### src/hw/rtcb_pkg.sv
package rtcb_pkg;
  // counter/buffer and register addresses on the serial side
  localparam logic [4:0] RTCB_A_HUND = 5'h00;
  localparam logic [4:0] RTCB_A_SEC = 5'h01;
  localparam logic [4:0] RTCB_A_HOUR = 5'h03;
  localparam logic [4:0] RTCB_A_DAY = 5'h04;
  localparam logic [4:0] RTCB_A_YEAR = 5'h07;
  localparam logic [4:0] RTCB_A_WDOG = 5'h09;
  localparam logic [4:0] RTCB_A_AL1H = 5'h0C;
  localparam logic [4:0] RTCB_A_FLAGS = 5'h0F;
  localparam logic [4:0] RTCB_A_LAST = 5'h1F;
  localparam int RTCB_NUM_TIME = 8;
  localparam int RTCB_NUM_REGS = 24;
  // field positions
  localparam int RTCB_STOP_BIT = 7;
  localparam int RTCB_CENT_LSB = 6;
  localparam int RTCB_CENT_MSB = 7;
  localparam int RTCB_FREEZE_BIT = 6;
  localparam int RTCB_OFAIL_BIT = 2;
  localparam int RTCB_OSC_FAIL_IRQ_ENABLE_BIT = 7;
  // time after reset: 00.00 s, 00:00, day 1, 01/01/00, century 0
  localparam logic [63:0] RTCB_TIME_RST = 64'h0001_0101_0000_0000;
  localparam logic [7:0] RTCB_REG_RST = 8'h00;
  // timing
  localparam longint RTCB_CLK_HZ = 250_000_000;
  localparam longint RTCB_T_REC_MS = 210;
  localparam longint RTCB_REC_CYCLES = RTCB_T_REC_MS * RTCB_CLK_HZ / 1000;
  localparam int RTCB_OSC_HZ = 32_768;
  localparam int RTCB_HUND_PER_S = 100;
  // software register map (byte addresses)
  localparam logic [7:0] RTCB_R_CTRL = 8'h00;
  localparam logic [7:0] RTCB_R_STATUS = 8'h04;
  localparam logic [7:0] RTCB_R_FAIL_LIMIT = 8'h08;
  localparam logic [31:0] RTCB_CTRL_RST = 32'h0000_0001;
  localparam logic [31:0] RTCB_FAIL_LIMIT_RST = 32'h0000_8000;
  localparam logic [1:0] RTCB_RESP_OKAY = 2'h0;
  localparam logic [1:0] RTCB_RESP_SLVERR = 2'h2;
endpackage : rtcb_pkg

### src/hw/rtcb_core.sv
// The AXI4-Lite slave port and the register addresses are this design's own decisions.
`timescale 1ns/1ps
module rtcb_core
  import rtcb_pkg::*;
#(
  parameter longint REC_CYCLES = RTCB_REC_CYCLES,
  parameter int OSC_HZ = RTCB_OSC_HZ
) (
  input wire logic core_clk,
  input wire logic rst,
  input wire logic [7:0] s_axi_awaddr,
  input wire logic s_axi_awvalid,
  output logic s_axi_awready,
  input wire logic [31:0] s_axi_wdata,
  input wire logic [3:0] s_axi_wstrb,
  input wire logic s_axi_wvalid,
  output logic s_axi_wready,
  output logic [1:0] s_axi_bresp,
  output logic s_axi_bvalid,
  input wire logic s_axi_bready,
  input wire logic [7:0] s_axi_araddr,
  input wire logic s_axi_arvalid,
  output logic s_axi_arready,
  output logic [31:0] s_axi_rdata,
  output logic [1:0] s_axi_rresp,
  output logic s_axi_rvalid,
  input wire logic s_axi_rready,
  input wire logic osc_in,
  input wire logic supply_ok_in,
  output logic rst_pin_o,
  output logic rst_pin_oe,
  output logic osc_fail_irq_n,
  input wire logic xfer_start,
  input wire logic xfer_end,
  input wire logic ptr_load,
  input wire logic [4:0] ptr_val,
  input wire logic ptr_inc,
  input wire logic wr_stb,
  input wire logic [7:0] wr_data,
  output logic [7:0] rd_data,
  output logic [4:0] ptr
);
  localparam logic [31:0] REC_LOAD = 32'(REC_CYCLES - 1);
  localparam logic [16:0] OSC_TOP = 17'(OSC_HZ);
  localparam logic [16:0] HUND_STEP = 17'(RTCB_HUND_PER_S);
  logic osc_m, osc_s, osc_d, sup_m, sup_s, sup_d;
  logic [63:0] cnt, buf_t, cnt_inc;
  logic [7:0] regs [RTCB_NUM_REGS];
  logic [15:0] div_acc;
  logic [16:0] div_sum;
  logic osc_edge, tick, dirty, copy_back, freeze_update_bit, osc_fail_flag;
  logic s_start, s_end, s_pload, s_pinc, s_wr, backup_entry;
  logic [31:0] ctrl, fail_limit, idle_cnt, rec_cnt;
  logic aw_got, w_got, do_write, osc_stop_ctl, osc_fail_irq_enable;
  logic [7:0] aw_addr;
  logic [31:0] w_data;
  logic [3:0] w_strb;
  // pin synchronisers: the first stage feeds only the second
  always_ff @(posedge core_clk) begin
    if (rst) begin
      {osc_d, osc_s, osc_m, sup_d, sup_s, sup_m} <= 6'h00;
    end else begin
      {osc_d, osc_s, osc_m} <= {osc_s, osc_m, osc_in};
      {sup_d, sup_s, sup_m} <= {sup_s, sup_m, supply_ok_in};
    end
  end

  assign osc_stop_ctl = cnt[8 + RTCB_STOP_BIT];
  assign osc_fail_irq_enable = regs[RTCB_A_WDOG - 5'd8][RTCB_OSC_FAIL_IRQ_ENABLE_BIT];
  assign osc_edge = osc_s && !osc_d;
  assign backup_entry = sup_d && !sup_s;
  // serial requests only count while the supply is good
  assign s_start = xfer_start && sup_s;
  assign s_end = xfer_end && sup_s;
  assign s_pload = ptr_load && sup_s;
  assign s_pinc = ptr_inc && sup_s;
  assign s_wr = wr_stb && sup_s;
  // dirty can only be set by a write to 00h..07h, so it also marks a clock write transfer
  assign copy_back = dirty && (s_end || (s_pinc && ptr == RTCB_A_YEAR));

  // fractional divider: 100 hundredths per OSC_HZ oscillator periods
  assign div_sum = {1'b0, div_acc} + HUND_STEP;
  assign tick = osc_edge && !osc_stop_ctl && div_sum >= OSC_TOP;

  always_ff @(posedge core_clk) begin
    if (rst || copy_back) begin
      div_acc <= 16'h0000;
    end else if (osc_edge && !osc_stop_ctl) begin
      div_acc <= tick ? 16'(div_sum - OSC_TOP) : div_sum[15:0];
    end
  end

  rtcb_time_inc u_inc (
    .time_in(cnt),
    .time_out(cnt_inc)
  );

  always_ff @(posedge core_clk) begin
    if (rst) begin
      cnt <= RTCB_TIME_RST;
    end else if (copy_back) begin
      cnt <= buf_t;
    end else if (tick) begin
      cnt <= cnt_inc;
    end
  end

  always_ff @(posedge core_clk) begin
    if (rst) begin
      buf_t <= RTCB_TIME_RST;
    end else if (s_start && !freeze_update_bit) begin
      buf_t <= cnt;
    end else if (s_wr && ptr <= RTCB_A_YEAR) begin
      buf_t[ptr[2:0]*8 +: 8] <= wr_data;
    end
  end

  always_ff @(posedge core_clk) begin
    if (rst || !sup_s) begin
      dirty <= 1'b0;
    end else if (s_wr && ptr <= RTCB_A_YEAR) begin
      dirty <= 1'b1;
    end else if (copy_back || s_start) begin
      dirty <= 1'b0;
    end
  end

  always_ff @(posedge core_clk) begin
    if (rst || !sup_s) begin
      ptr <= 5'h00;
    end else if (s_pload) begin
      ptr <= ptr_val;
    end else if (s_pinc) begin
      ptr <= ptr + 5'd1;
    end
  end

  // plain storage for 08h..1Fh; a few bits live in flops of their own
  always_ff @(posedge core_clk) begin
    if (rst) begin
      for (int i = 0; i < RTCB_NUM_REGS; i++) begin
        regs[i] <= RTCB_REG_RST;
      end
    end else if (s_wr && ptr > RTCB_A_YEAR) begin
      regs[ptr - 5'd8] <= wr_data;
    end
  end

  always_ff @(posedge core_clk) begin
    if (rst) begin
      freeze_update_bit <= 1'b0;
    end else if (backup_entry) begin
      freeze_update_bit <= 1'b1;
    end else if (s_wr && ptr == RTCB_A_AL1H) begin
      freeze_update_bit <= wr_data[RTCB_FREEZE_BIT];
    end
  end

  always_ff @(posedge core_clk) begin
    if (rst) begin
      rd_data <= 8'h00;
    end else if (ptr <= RTCB_A_YEAR) begin
      rd_data <= buf_t[ptr[2:0]*8 +: 8];
    end else if (ptr == RTCB_A_AL1H) begin
      rd_data <= {regs[ptr - 5'd8][7], freeze_update_bit,
                  regs[ptr - 5'd8][5:0]};
    end else if (ptr == RTCB_A_FLAGS) begin
      rd_data <= {regs[ptr - 5'd8][7:3], osc_fail_flag,
                  regs[ptr - 5'd8][1:0]};
    end else begin
      rd_data <= regs[ptr - 5'd8];
    end
  end

  // oscillator fail detector: no edge for fail_limit core cycles
  always_ff @(posedge core_clk) begin
    if (rst || osc_edge || osc_stop_ctl || !ctrl[0]) begin
      idle_cnt <= 32'h0000_0000;
    end else if (idle_cnt < fail_limit) begin
      idle_cnt <= idle_cnt + 32'd1;
    end
  end

  // a failure seen in the clearing cycle still wins
  always_ff @(posedge core_clk) begin
    if (rst) begin
      osc_fail_flag <= 1'b0;
    end else if (ctrl[0] && idle_cnt >= fail_limit) begin
      osc_fail_flag <= 1'b1;
    end else if (s_wr && ptr == RTCB_A_FLAGS && !wr_data[RTCB_OFAIL_BIT]) begin
      osc_fail_flag <= 1'b0;
    end
  end

  always_ff @(posedge core_clk) begin
    if (rst) begin
      osc_fail_irq_n <= 1'b1;
    end else begin
      osc_fail_irq_n <= !(osc_fail_flag && osc_fail_irq_enable);
    end
  end

  // open-drain reset pin; serial access does not wait for it
  always_ff @(posedge core_clk) begin
    rst_pin_o <= 1'b0;
    if (rst) begin
      rec_cnt <= REC_LOAD;
      rst_pin_oe <= 1'b1;
    end else begin
      if (!sup_s) begin
        rec_cnt <= REC_LOAD;
      end else if (rec_cnt != 32'h0000_0000) begin
        rec_cnt <= rec_cnt - 32'd1;
      end
      rst_pin_oe <= !sup_s || rec_cnt != 32'h0000_0000;
    end
  end

  // AXI4-Lite slave, one write and one read in flight
  assign do_write = aw_got && w_got && !s_axi_bvalid;

  always_ff @(posedge core_clk) begin
    if (rst) begin
      s_axi_awready <= 1'b0;
      aw_got <= 1'b0;
      aw_addr <= 8'h00;
    end else if (s_axi_awvalid && s_axi_awready) begin
      s_axi_awready <= 1'b0;
      aw_got <= 1'b1;
      aw_addr <= s_axi_awaddr;
    end else if (do_write) begin
      aw_got <= 1'b0;
    end else if (!aw_got && !s_axi_bvalid) begin
      s_axi_awready <= 1'b1;
    end
  end

  always_ff @(posedge core_clk) begin
    if (rst) begin
      s_axi_wready <= 1'b0;
      w_got <= 1'b0;
      w_data <= 32'h0000_0000;
      w_strb <= 4'h0;
    end else if (s_axi_wvalid && s_axi_wready) begin
      s_axi_wready <= 1'b0;
      w_got <= 1'b1;
      w_data <= s_axi_wdata;
      w_strb <= s_axi_wstrb;
    end else if (do_write) begin
      w_got <= 1'b0;
    end else if (!w_got && !s_axi_bvalid) begin
      s_axi_wready <= 1'b1;
    end
  end

  always_ff @(posedge core_clk) begin
    if (rst) begin
      s_axi_bvalid <= 1'b0;
      s_axi_bresp <= RTCB_RESP_OKAY;
    end else if (do_write) begin
      s_axi_bvalid <= 1'b1;
      if (aw_addr == RTCB_R_CTRL || aw_addr == RTCB_R_FAIL_LIMIT) begin
        s_axi_bresp <= RTCB_RESP_OKAY;
      end else begin
        s_axi_bresp <= RTCB_RESP_SLVERR;
      end
    end else if (s_axi_bready) begin
      s_axi_bvalid <= 1'b0;
    end
  end

  always_ff @(posedge core_clk) begin
    if (rst) begin
      ctrl <= RTCB_CTRL_RST;
      fail_limit <= RTCB_FAIL_LIMIT_RST;
    end else if (do_write) begin
      if (aw_addr == RTCB_R_CTRL && w_strb[0]) begin
        ctrl <= {31'h0000_0000, w_data[0]};
      end else if (aw_addr == RTCB_R_FAIL_LIMIT) begin
        for (int b = 0; b < 4; b++) begin
          if (w_strb[b]) begin
            fail_limit[b*8 +: 8] <= w_data[b*8 +: 8];
          end
        end
      end
    end
  end

  always_ff @(posedge core_clk) begin
    if (rst) begin
      s_axi_arready <= 1'b0;
      s_axi_rvalid <= 1'b0;
      s_axi_rdata <= 32'h0000_0000;
      s_axi_rresp <= RTCB_RESP_OKAY;
    end else if (s_axi_arvalid && s_axi_arready) begin
      s_axi_arready <= 1'b0;
      s_axi_rvalid <= 1'b1;
      s_axi_rresp <= RTCB_RESP_OKAY;
      if (s_axi_araddr == RTCB_R_CTRL) begin
        s_axi_rdata <= ctrl;
      end else if (s_axi_araddr == RTCB_R_STATUS) begin
        s_axi_rdata <= {25'h000_0000, dirty, rst_pin_oe, osc_stop_ctl,
                        osc_fail_flag, freeze_update_bit, !sup_s, sup_s};
      end else if (s_axi_araddr == RTCB_R_FAIL_LIMIT) begin
        s_axi_rdata <= fail_limit;
      end else begin
        s_axi_rdata <= 32'h0000_0000;
        s_axi_rresp <= RTCB_RESP_SLVERR;
      end
    end else if (s_axi_rvalid) begin
      s_axi_rvalid <= !s_axi_rready;
    end else begin
      s_axi_arready <= 1'b1;
    end
  end
endmodule : rtcb_core

### src/hw/rtcb_time_inc.sv
`timescale 1ns/1ps
// one hundredth-second step of the BCD calendar, purely combinational
module rtcb_time_inc
  import rtcb_pkg::*;
(
  input wire logic [63:0] time_in,
  output logic [63:0] time_out
);
  function automatic logic [7:0] bcd_step(input logic [7:0] v,
                                          input logic [7:0] top,
                                          input logic [7:0] first);
    logic [7:0] r;
    r = v;
    if (v >= top) begin
      r = first;
    end else if (v[3:0] == 4'h9) begin
      r = {v[7:4] + 4'h1, 4'h0};
    end else begin
      r = {v[7:4], v[3:0] + 4'h1};
    end
    return r;
  endfunction : bcd_step

  logic [7:0] hund, sec, mins, hour, day, date, mon, year;
  logic [7:0] last_date;
  logic [7:0] next_sec, next_min, next_hour, next_date, next_mon;
  logic leap;
  logic c0, c1, c2, c3, c4, c5, c6;

  always_comb begin
    {year, mon, date, day, hour, mins, sec, hund} = time_in;
    // year multiple of four: tens parity and units combine mod 4
    leap = ({3'b000, year[4], 1'b0} + year[3:0]) % 4'd4 == 4'd0;
    case ({3'b000, mon[4:0]})
      8'h02: last_date = leap ? 8'h29 : 8'h28;
      8'h04, 8'h06, 8'h09, 8'h11: last_date = 8'h30;
      default: last_date = 8'h31;
    endcase
    c0 = hund == 8'h99;
    c1 = c0 && sec[6:0] == 7'h59;
    c2 = c1 && mins[6:0] == 7'h59;
    c3 = c2 && hour[5:0] == 6'h23;
    c4 = c3 && date[5:0] >= last_date[5:0];
    c5 = c4 && mon[4:0] == 5'h12;
    c6 = c5 && year == 8'h99;
    next_sec = bcd_step({1'b0, sec[6:0]}, 8'h59, 8'h00);
    next_min = bcd_step({1'b0, mins[6:0]}, 8'h59, 8'h00);
    next_hour = bcd_step({2'b00, hour[5:0]}, 8'h23, 8'h00);
    next_date = bcd_step({2'b00, date[5:0]}, last_date, 8'h01);
    next_mon = bcd_step({3'b000, mon[4:0]}, 8'h12, 8'h01);
    time_out = time_in;
    time_out[7:0] = bcd_step(hund, 8'h99, 8'h00);
    if (c0) begin
      time_out[14:8] = next_sec[6:0];
    end
    if (c1) begin
      time_out[22:16] = next_min[6:0];
    end
    if (c2) begin
      time_out[29:24] = next_hour[5:0];
    end
    if (c3) begin
      time_out[34:32] = (day[2:0] >= 3'd7) ? 3'd1 : day[2:0] + 3'd1;
      time_out[45:40] = next_date[5:0];
    end
    if (c4) begin
      time_out[52:48] = next_mon[4:0];
    end
    if (c5) begin
      time_out[63:56] = bcd_step(year, 8'h99, 8'h00);
    end
    if (c6) begin
      time_out[31:30] = hour[7:6] + 2'd1;
    end
  end
endmodule : rtcb_time_inc

### config.mk
export PLATFORM = sky130hd
export DESIGN_NAME = rtcb_core
export DESIGN_NICKNAME = d
export VERILOG_FILES = /design/src/hw/rtcb_pkg.sv /design/src/hw/rtcb_core.sv /design/src/hw/rtcb_time_inc.sv
export SDC_FILE = /design/constraint.sdc
export NUM_CORES = 1
export LEC_CHECK = 0
export BUFFER_PORTS_ARGS = -buffer_cell sky130_fd_sc_hd__buf_2
export CAP_MARGIN = 20
export CORE_MARGIN = 2
export CORE_UTILIZATION = 40
export CTS_CLUSTER_SIZE = 8
export DETAILED_ROUTE_END_ITERATION = 8
export GPL_TIMING_DRIVEN = 1
export RECOVER_POWER = 25
export SLEW_MARGIN = 20
export SYNTH_ARGS = -nofsm -noshare
export SYNTH_HDL_FRONTEND = slang
export SYNTH_SLANG_ARGS = --single-unit
### constraint.sdc
create_clock -name core_clk -period 8.1 [get_ports core_clk]
set_input_delay 1.215 -clock core_clk [delete_from_list [all_inputs] [get_ports core_clk]]
set_output_delay 1.215 -clock core_clk [all_outputs]
set_load 0.05 [all_outputs]
=== Word-level counts from Yosys, hierarchy flattened ===
Memory sizes are Yosys's and may differ from the RTL's.
Index checks and enable logic that the tools add are counted.

* Bits of input ports: 79
* Flip-flop bits (word level): 352
* Logic and storage cells: 291
* Output and inout port bits: 57
* Bits in writable memories: 192
* Memories kept: 1

{| class="wikitable"
|+ Memory list
! name !! words !! bits a word !! rd ports !! clocked after Yosys merged registers in !! write ports !! RTL line !! RTL
|-
| regs || 24 || 8 || 2 || 0 || 24 || rtcb_core.sv:48 || <nowiki>logic [7:0] regs [RTCB_NUM_REGS];</nowiki>
|}

* $lt $le $gt $ge: 14
* Reduce and logical (&&, ||, !) cells: 107
* Eq/ne operators: 24
* Shift-type cells: 3
* Multiplexer cells: 64
* Bitwise operators: 3
* Add/sub/neg operators: 24

{| class="wikitable"
|+ Operators by type and width
! kind !! number
|-
| two-way mux 64 bit || 4
|-
| two-way mux 32 bit || 3
|-
| bitwise mux 64 bit || 1
|-
| variable shift 8 x 34 -> 64 bit (first input constant) || 1
|-
| indexed part select 64 x 7 -> 8 bit || 1
|-
| indexed part select 8 x 34 -> 64 bit || 1
|-
| two-way mux 8 bit || 7
|-
| two-way mux 7 bit || 7
|-
| adder 4 x 1 -> 4 bit (second input constant) || 9
|-
| two-way mux 6 bit || 6
|-
| negator 6 -> 34 bit || 1
|-
| logical AND 1 bit || 33
|-
| adder 32 x 1 -> 32 bit (second input constant) || 1
|-
| greater-or-equal comparator 32 bit || 1
|-
| less-than comparator 32 bit || 1
|-
| nonzero test 2 bit || 16
|-
| nonzero test 32 bit || 1
|-
| subtractor 32 x 1 -> 32 bit (second input constant) || 1
|-
| two-way mux 5 bit || 6
|-
| equality test 4 bit (second input constant) || 7
|-
| AND reduction 2 bit || 11
|-
| nonzero test 3 bit || 7
|-
| two-way mux 1 bit || 20
|-
| AND reduction 3 bit || 6
|-
| 40 further kinds || 87
|}

=== Logic depth before layout (Yosys ltp) ===
* Word-level depth: 11
* Mapped depth: 13
* Depth with buffers taken out: 11

=== By module ===
Synthesis repeated with hierarchy kept, for this count alone.

* Cells, all modules: 2792
* Area, all modules: 29170.5 µm²

{| class="wikitable"
|+ Modules (own cells, without submodules)
! module !! area an instance (µm²) !! instances !! sequential area each (µm²) !! cells an instance
|-
| rtcb_core || 27313.7 || 1 || 14654.1 || 2496
|-
| rtcb_time_inc || 1856.8 || 1 || 0.0 || 296
|}

=== Worst setup path after synthesis ===
Ideal clock, no wire load.

* Path type: register to register
* Start point: register ptr[1]
* End point: register buf_t[24]
* Data required time: 7972 ps
* Period minus slack after synthesis: 3733 ps
* Path slack: 4367 ps
* Buffers on the path: 4
* Stages on the path, launching flop included: 13
* Arrival: 3605 ps
* Library setup time: 128 ps
* Path through: dfxtp_1 -> buf_1 -> clkbuf_1 -> buf_1 -> inv_1 -> ha_1 -> ha_1 -> nand3_1 -> nor3_1 -> clkbuf_1 -> a21oi_1 -> a222oi_1 -> nor2_1

* Word-level cells in the longest chain between the ends: 5
* Elaborated cells between the ends (all ways): 9
* Classes of those cells: add/sub (1); order compare (1); shift (2); mux (3); reduce/logical (2)

{| class="wikitable"
|+ RTL lines
! element !! RTL line !! RTL
|-
| start, declared || rtcb_core.sv:41 || <nowiki>output logic [4:0] ptr</nowiki>
|-
| start signal, assigned || rtcb_core.sv:132 || <nowiki>ptr <= ptr_val;</nowiki>
|-
| start signal, assigned || rtcb_core.sv:134 || <nowiki>ptr <= ptr + 5'd1;</nowiki>
|-
| negator 6 -> 34 bit || rtcb_core.sv:114 || <nowiki>buf_t[ptr[2:0]*8 +: 8] <= wr_data;</nowiki>
|-
| indexed part select 8 x 34 -> 64 bit / variable shift 8 x 34 -> 64 bit (equally long branches) || rtcb_core.sv:114 ||
|-
| bitwise mux 64 bit || rtcb_core.sv:114 ||
|-
| two-way mux 64 bit || rtcb_core.sv:113 || <nowiki>end else if (s_wr && ptr <= RTCB_A_YEAR) begin</nowiki>
|-
| two-way mux 64 bit || rtcb_core.sv:111 || <nowiki>end else if (s_start && !freeze_update_bit) begin</nowiki>
|-
| end signal, assigned || rtcb_core.sv:112 || <nowiki>buf_t <= cnt;</nowiki>
|-
| end signal, assigned by index || rtcb_core.sv:114 ||
|-
| end, declared || rtcb_core.sv:47 || <nowiki>logic [63:0] cnt, buf_t, cnt_inc;</nowiki>
|}

Several ways; a longest one is shown, not always the timed one. The select of a mux whose other input is x is not followed.
A chain may end at the register's enable or synchronous reset.

==> summary.md <==
| Metric | Value |
|---|---|
| Outcome | finished, violations left |
| Failing checks | capacitance limit, slew limit |
| Initial antenna violation count | 2 |
| Period utilisation layout | 73.2% |
| Crit-path max FO | 86 |
| FF-to-FF Start | ptr[1] |
| Crit. End Element | flip-flop |
| Setup TNS | 0 ns |
| DP HPWL | about 52 mm |
| RR Endpoint | regs[1][3] |
| Worst clock skew | between 0.02 and 0.03 ns |
| Pwr dens | 214 nW/um^2 |
| Design Power | 6.81 mW |
| Hold_sp | osc_m |
| Final #Nets | around 2,900 |
| Post-synth EDFFs | roughly 260 |
| Clock power share | a little under half |
| Crit Path Class | in2reg |
| PortBufs | approximately 130 |
| Die height | about 270 um |
| Synth warn | 0 |
| Register area share after synthesis | about 52% |
| TritonCTS clock tree | done |
| Share of synthesized registers carrying an async set or reset | 0% |
| Worst-margin pin slew | 3.87 ns |
| GRT Resource Usage Total | a little over a fifth |
| Area grow syn2layout | 13.0% |
| Net Sw Power | around 1.6 mW |
| CTS HTree Levels | 3 |
| Required time worst endpoint | between 8 and 9 ns |
| Most used DFF post-synth | dfxtp_1 |
| Layout cells sized above 1 | between 10% and 20% |
| Die footprint | 72,400 sq um |
| Sequential power share | about half |
| Max-slew violations | around 580 |
| Final hold violations | 0 |
| Remaining global-route overflow | 0 |
| Placer congestion estimate | 0.862 |
| Number of global-route vias before repair | 20,800 |
| Clk sinks | ~600 |
| Drt drc | 0 |
| End point of the worst hold path | osc_s |
| Sw frac | a little under a quarter |
| DRT Pass-1 Iters | 8 |
| Worst Hold Path Cells | 1 |
| Worst skew pair latency | between 0.6 and 0.7 ns |
| Setup Viol. Count Final | 0 |
| Hold Path Class | reg2reg |
| Max frequency | between 150 and 200 MHz |
| Unrepaired setup endpoints after global routing | no |
| Synth Register Bits | 604 |
| PostCTS Resize Cnt | 0 |
| Iter 0 DRT Violations | ~2,100 |
| Hold Buf Count CTS | 0 |
| Internal Power | around 5.3 mW |
| Post-CTS Setup Inserts | 0 |
| Logic pwr share | 3.9% |
| Core Rows | 97 |
| Core box area | around 70,000 sq um |
| Top-level I/O count | approximately 140 |
| Cell count after synthesis | approximately 2,700 |
| VDD IR max | ~140 uV |
| Post-synth cell types | 73 |
| Root Buffer | clkbuf_16 |
| First-pass GRT wire length | approximately 120 mm |
| Max-Cap Viols | 12 |
| Cell Area, Synth | between 20,000 and 30,000 sq um |
| Final Critical Period | 5.93 ns |
| Via-to-Cell Ratio | about 5.8 |
| Clock buffer depth | 3 |
| Average cell area after synthesis | between 10 and 15 sq um |
| Pleak | between 10 and 15 nW |
| Most frequent cells in the layout | 345 x dfxtp_1, 308 x nand2_1, 256 x edfxtp_1, 208 x a21oi_1, 204 x and2_1 |
| Largest net degree at the start of global routing | 87 |
| Most common cell after layout, fill and taps aside | dfxtp_1 |
| Initial Utilization | 40.3% |
| Critical Path Source Type | primary input |
| Flop-to-flop setup slack | approximately 3.5 ns |
| Clk pin slew, worst setup/hold paths | 0.05 ns |
| TritonCTS Buffers | between 80 and 90 |
| Antenna Nets Post-Route | 0 |
| Die outline width | 269 um |
| Critical Path AT | around 6.5 ns |
| Worst-case reg-to-reg path depth | 6 |
| WL per Instance | around 21 um |
| Relative max-transition margin | -158% |
| Vias | roughly 22,000 |
| Final core occ | a little under half |
| Total Routed Length | about 79 mm |
-- power by group through the flow --
stage	registers (mW)	logic (mW)	clock network [mW]
3_3_place_gp	3.33	0.263	0
4_1_cts	3.28	0.270	3.31
2_1_floorplan	3.32	0.158	0
5_1_grt	3.28	0.288	3.44
3_5_place_dp	3.33	0.269	0
6_report	3.28	0.268	3.26
-- kinds of logic after synthesis --
group                    after synthesis  share of synthesized area, %
flip-flops                           604                          52.1
AND/OR/NAND/NOR                     1046                          19.0
multiplexers                         120                          8.46
adder cells (fa/ha/maj)               70                          3.12
buffers and inverters                248                          3.47
AO/OA/AOI/OAI                        535                          12.3
XOR/XNOR                              46                          1.43
other                                  1                        0.0133
-- cell type report --
type / count / area, sq um
Tap cell: 940 / 1180
Inverter: 72 / 270
Clock inverter: 5 / 105
Antenna cell: 1 / 2.50
Multi-Input combinational cell: 1820 / 12500
Fill cell: 6479 / 38000
Clock buffer: 120 / 2290
Sequential cell: 604 / 14700
Timing Repair Buffer: 155 / 732
-- registers in the layout, indices dropped and copies added (netlist names), 4 cells and up --
signal / cells
idle_cnt: 32
w_strb: 4
fail_limit: 32
s_axi_rdata: 32
aw_addr: 8
regs: 256
cnt: 64
rd_data: 8
ptr: 5
div_acc: 14
rec_cnt: 32
w_data: 32
buf_t: 64
-- critical path: stages --
cell and delay [ns]:
clkbuf_1 1.74, clkbuf_1 2.82, nor4b_1 0.14, a31oi_1 0.31, nand2_1 0.08
-- synth_stat cells, drive strengths merged (6+ instances only) --
master,count,area (sq um)
nor3,36,180
nand2b,7,43.8
xor2,34,298
edfxtp,256,7690
a31oi,21,131
a22oi,8,60.1
clkbuf,134,503
or3,18,113
ha,70,876
and2,205,1280
a311oi,12,105
nor4b,7,67.6
buf,42,201
a21oi,209,1050
a222oi,49,490
o21ai,100,500
a22o,31,272
and3,26,163
o31ai,33,248
nor3b,11,82.6
nor4,20,165
mux4,94,2120
nand3,75,375
dfxtp,348,6970
o211ai,6,45.0
mux2i,26,260
xnor2,12,105
nand4,41,257
nor2b,23,144
or2,6,37.5
inv,72,270
nand2,310,1170
a211oi,17,128
nor2,195,732
nand3b,10,75.1
or4,35,267
-- worst max path at each step --
stage	to	cells past startpoint	start
floorplan	buf_t[24]	12	ptr[1]
global placement	regs[21][3]	6	ptr[1]
detailed placement	regs[13][3]	6	ptr[1]
CTS	regs[3][3]	6	ptr[1]
global route	rec_cnt[27]	7	rst
finish	cnt[31]	5	rst
-- routing by layer --
layer | up-vias | GRT usage [%] | part of all wire (%)
li1 | 9972 | - | -
met1 | 10700 | 29.7 | 43
met2 | 903 | 35.0 | 47
met3 | 143 | 3.77 | 7.6
met4 | 4 | 7.33 | 3.0
met5 | - | 0 | 0.038
-- through the flow --
step	hold slack, ns	instances	cell area, sq um	setup WS (ns)
floorplan	0.394	2672	28100	4.37
global placement	0.424	3589	29400	3.83
detailed placement	0.428	3589	29400	3.59
CTS	0.445	3714	31800	3.56
global route	0.466	3716	31700	1.74
finish	0.435	3717	31700	2.17
Note: power is estimated with default switching activity, not from simulation.
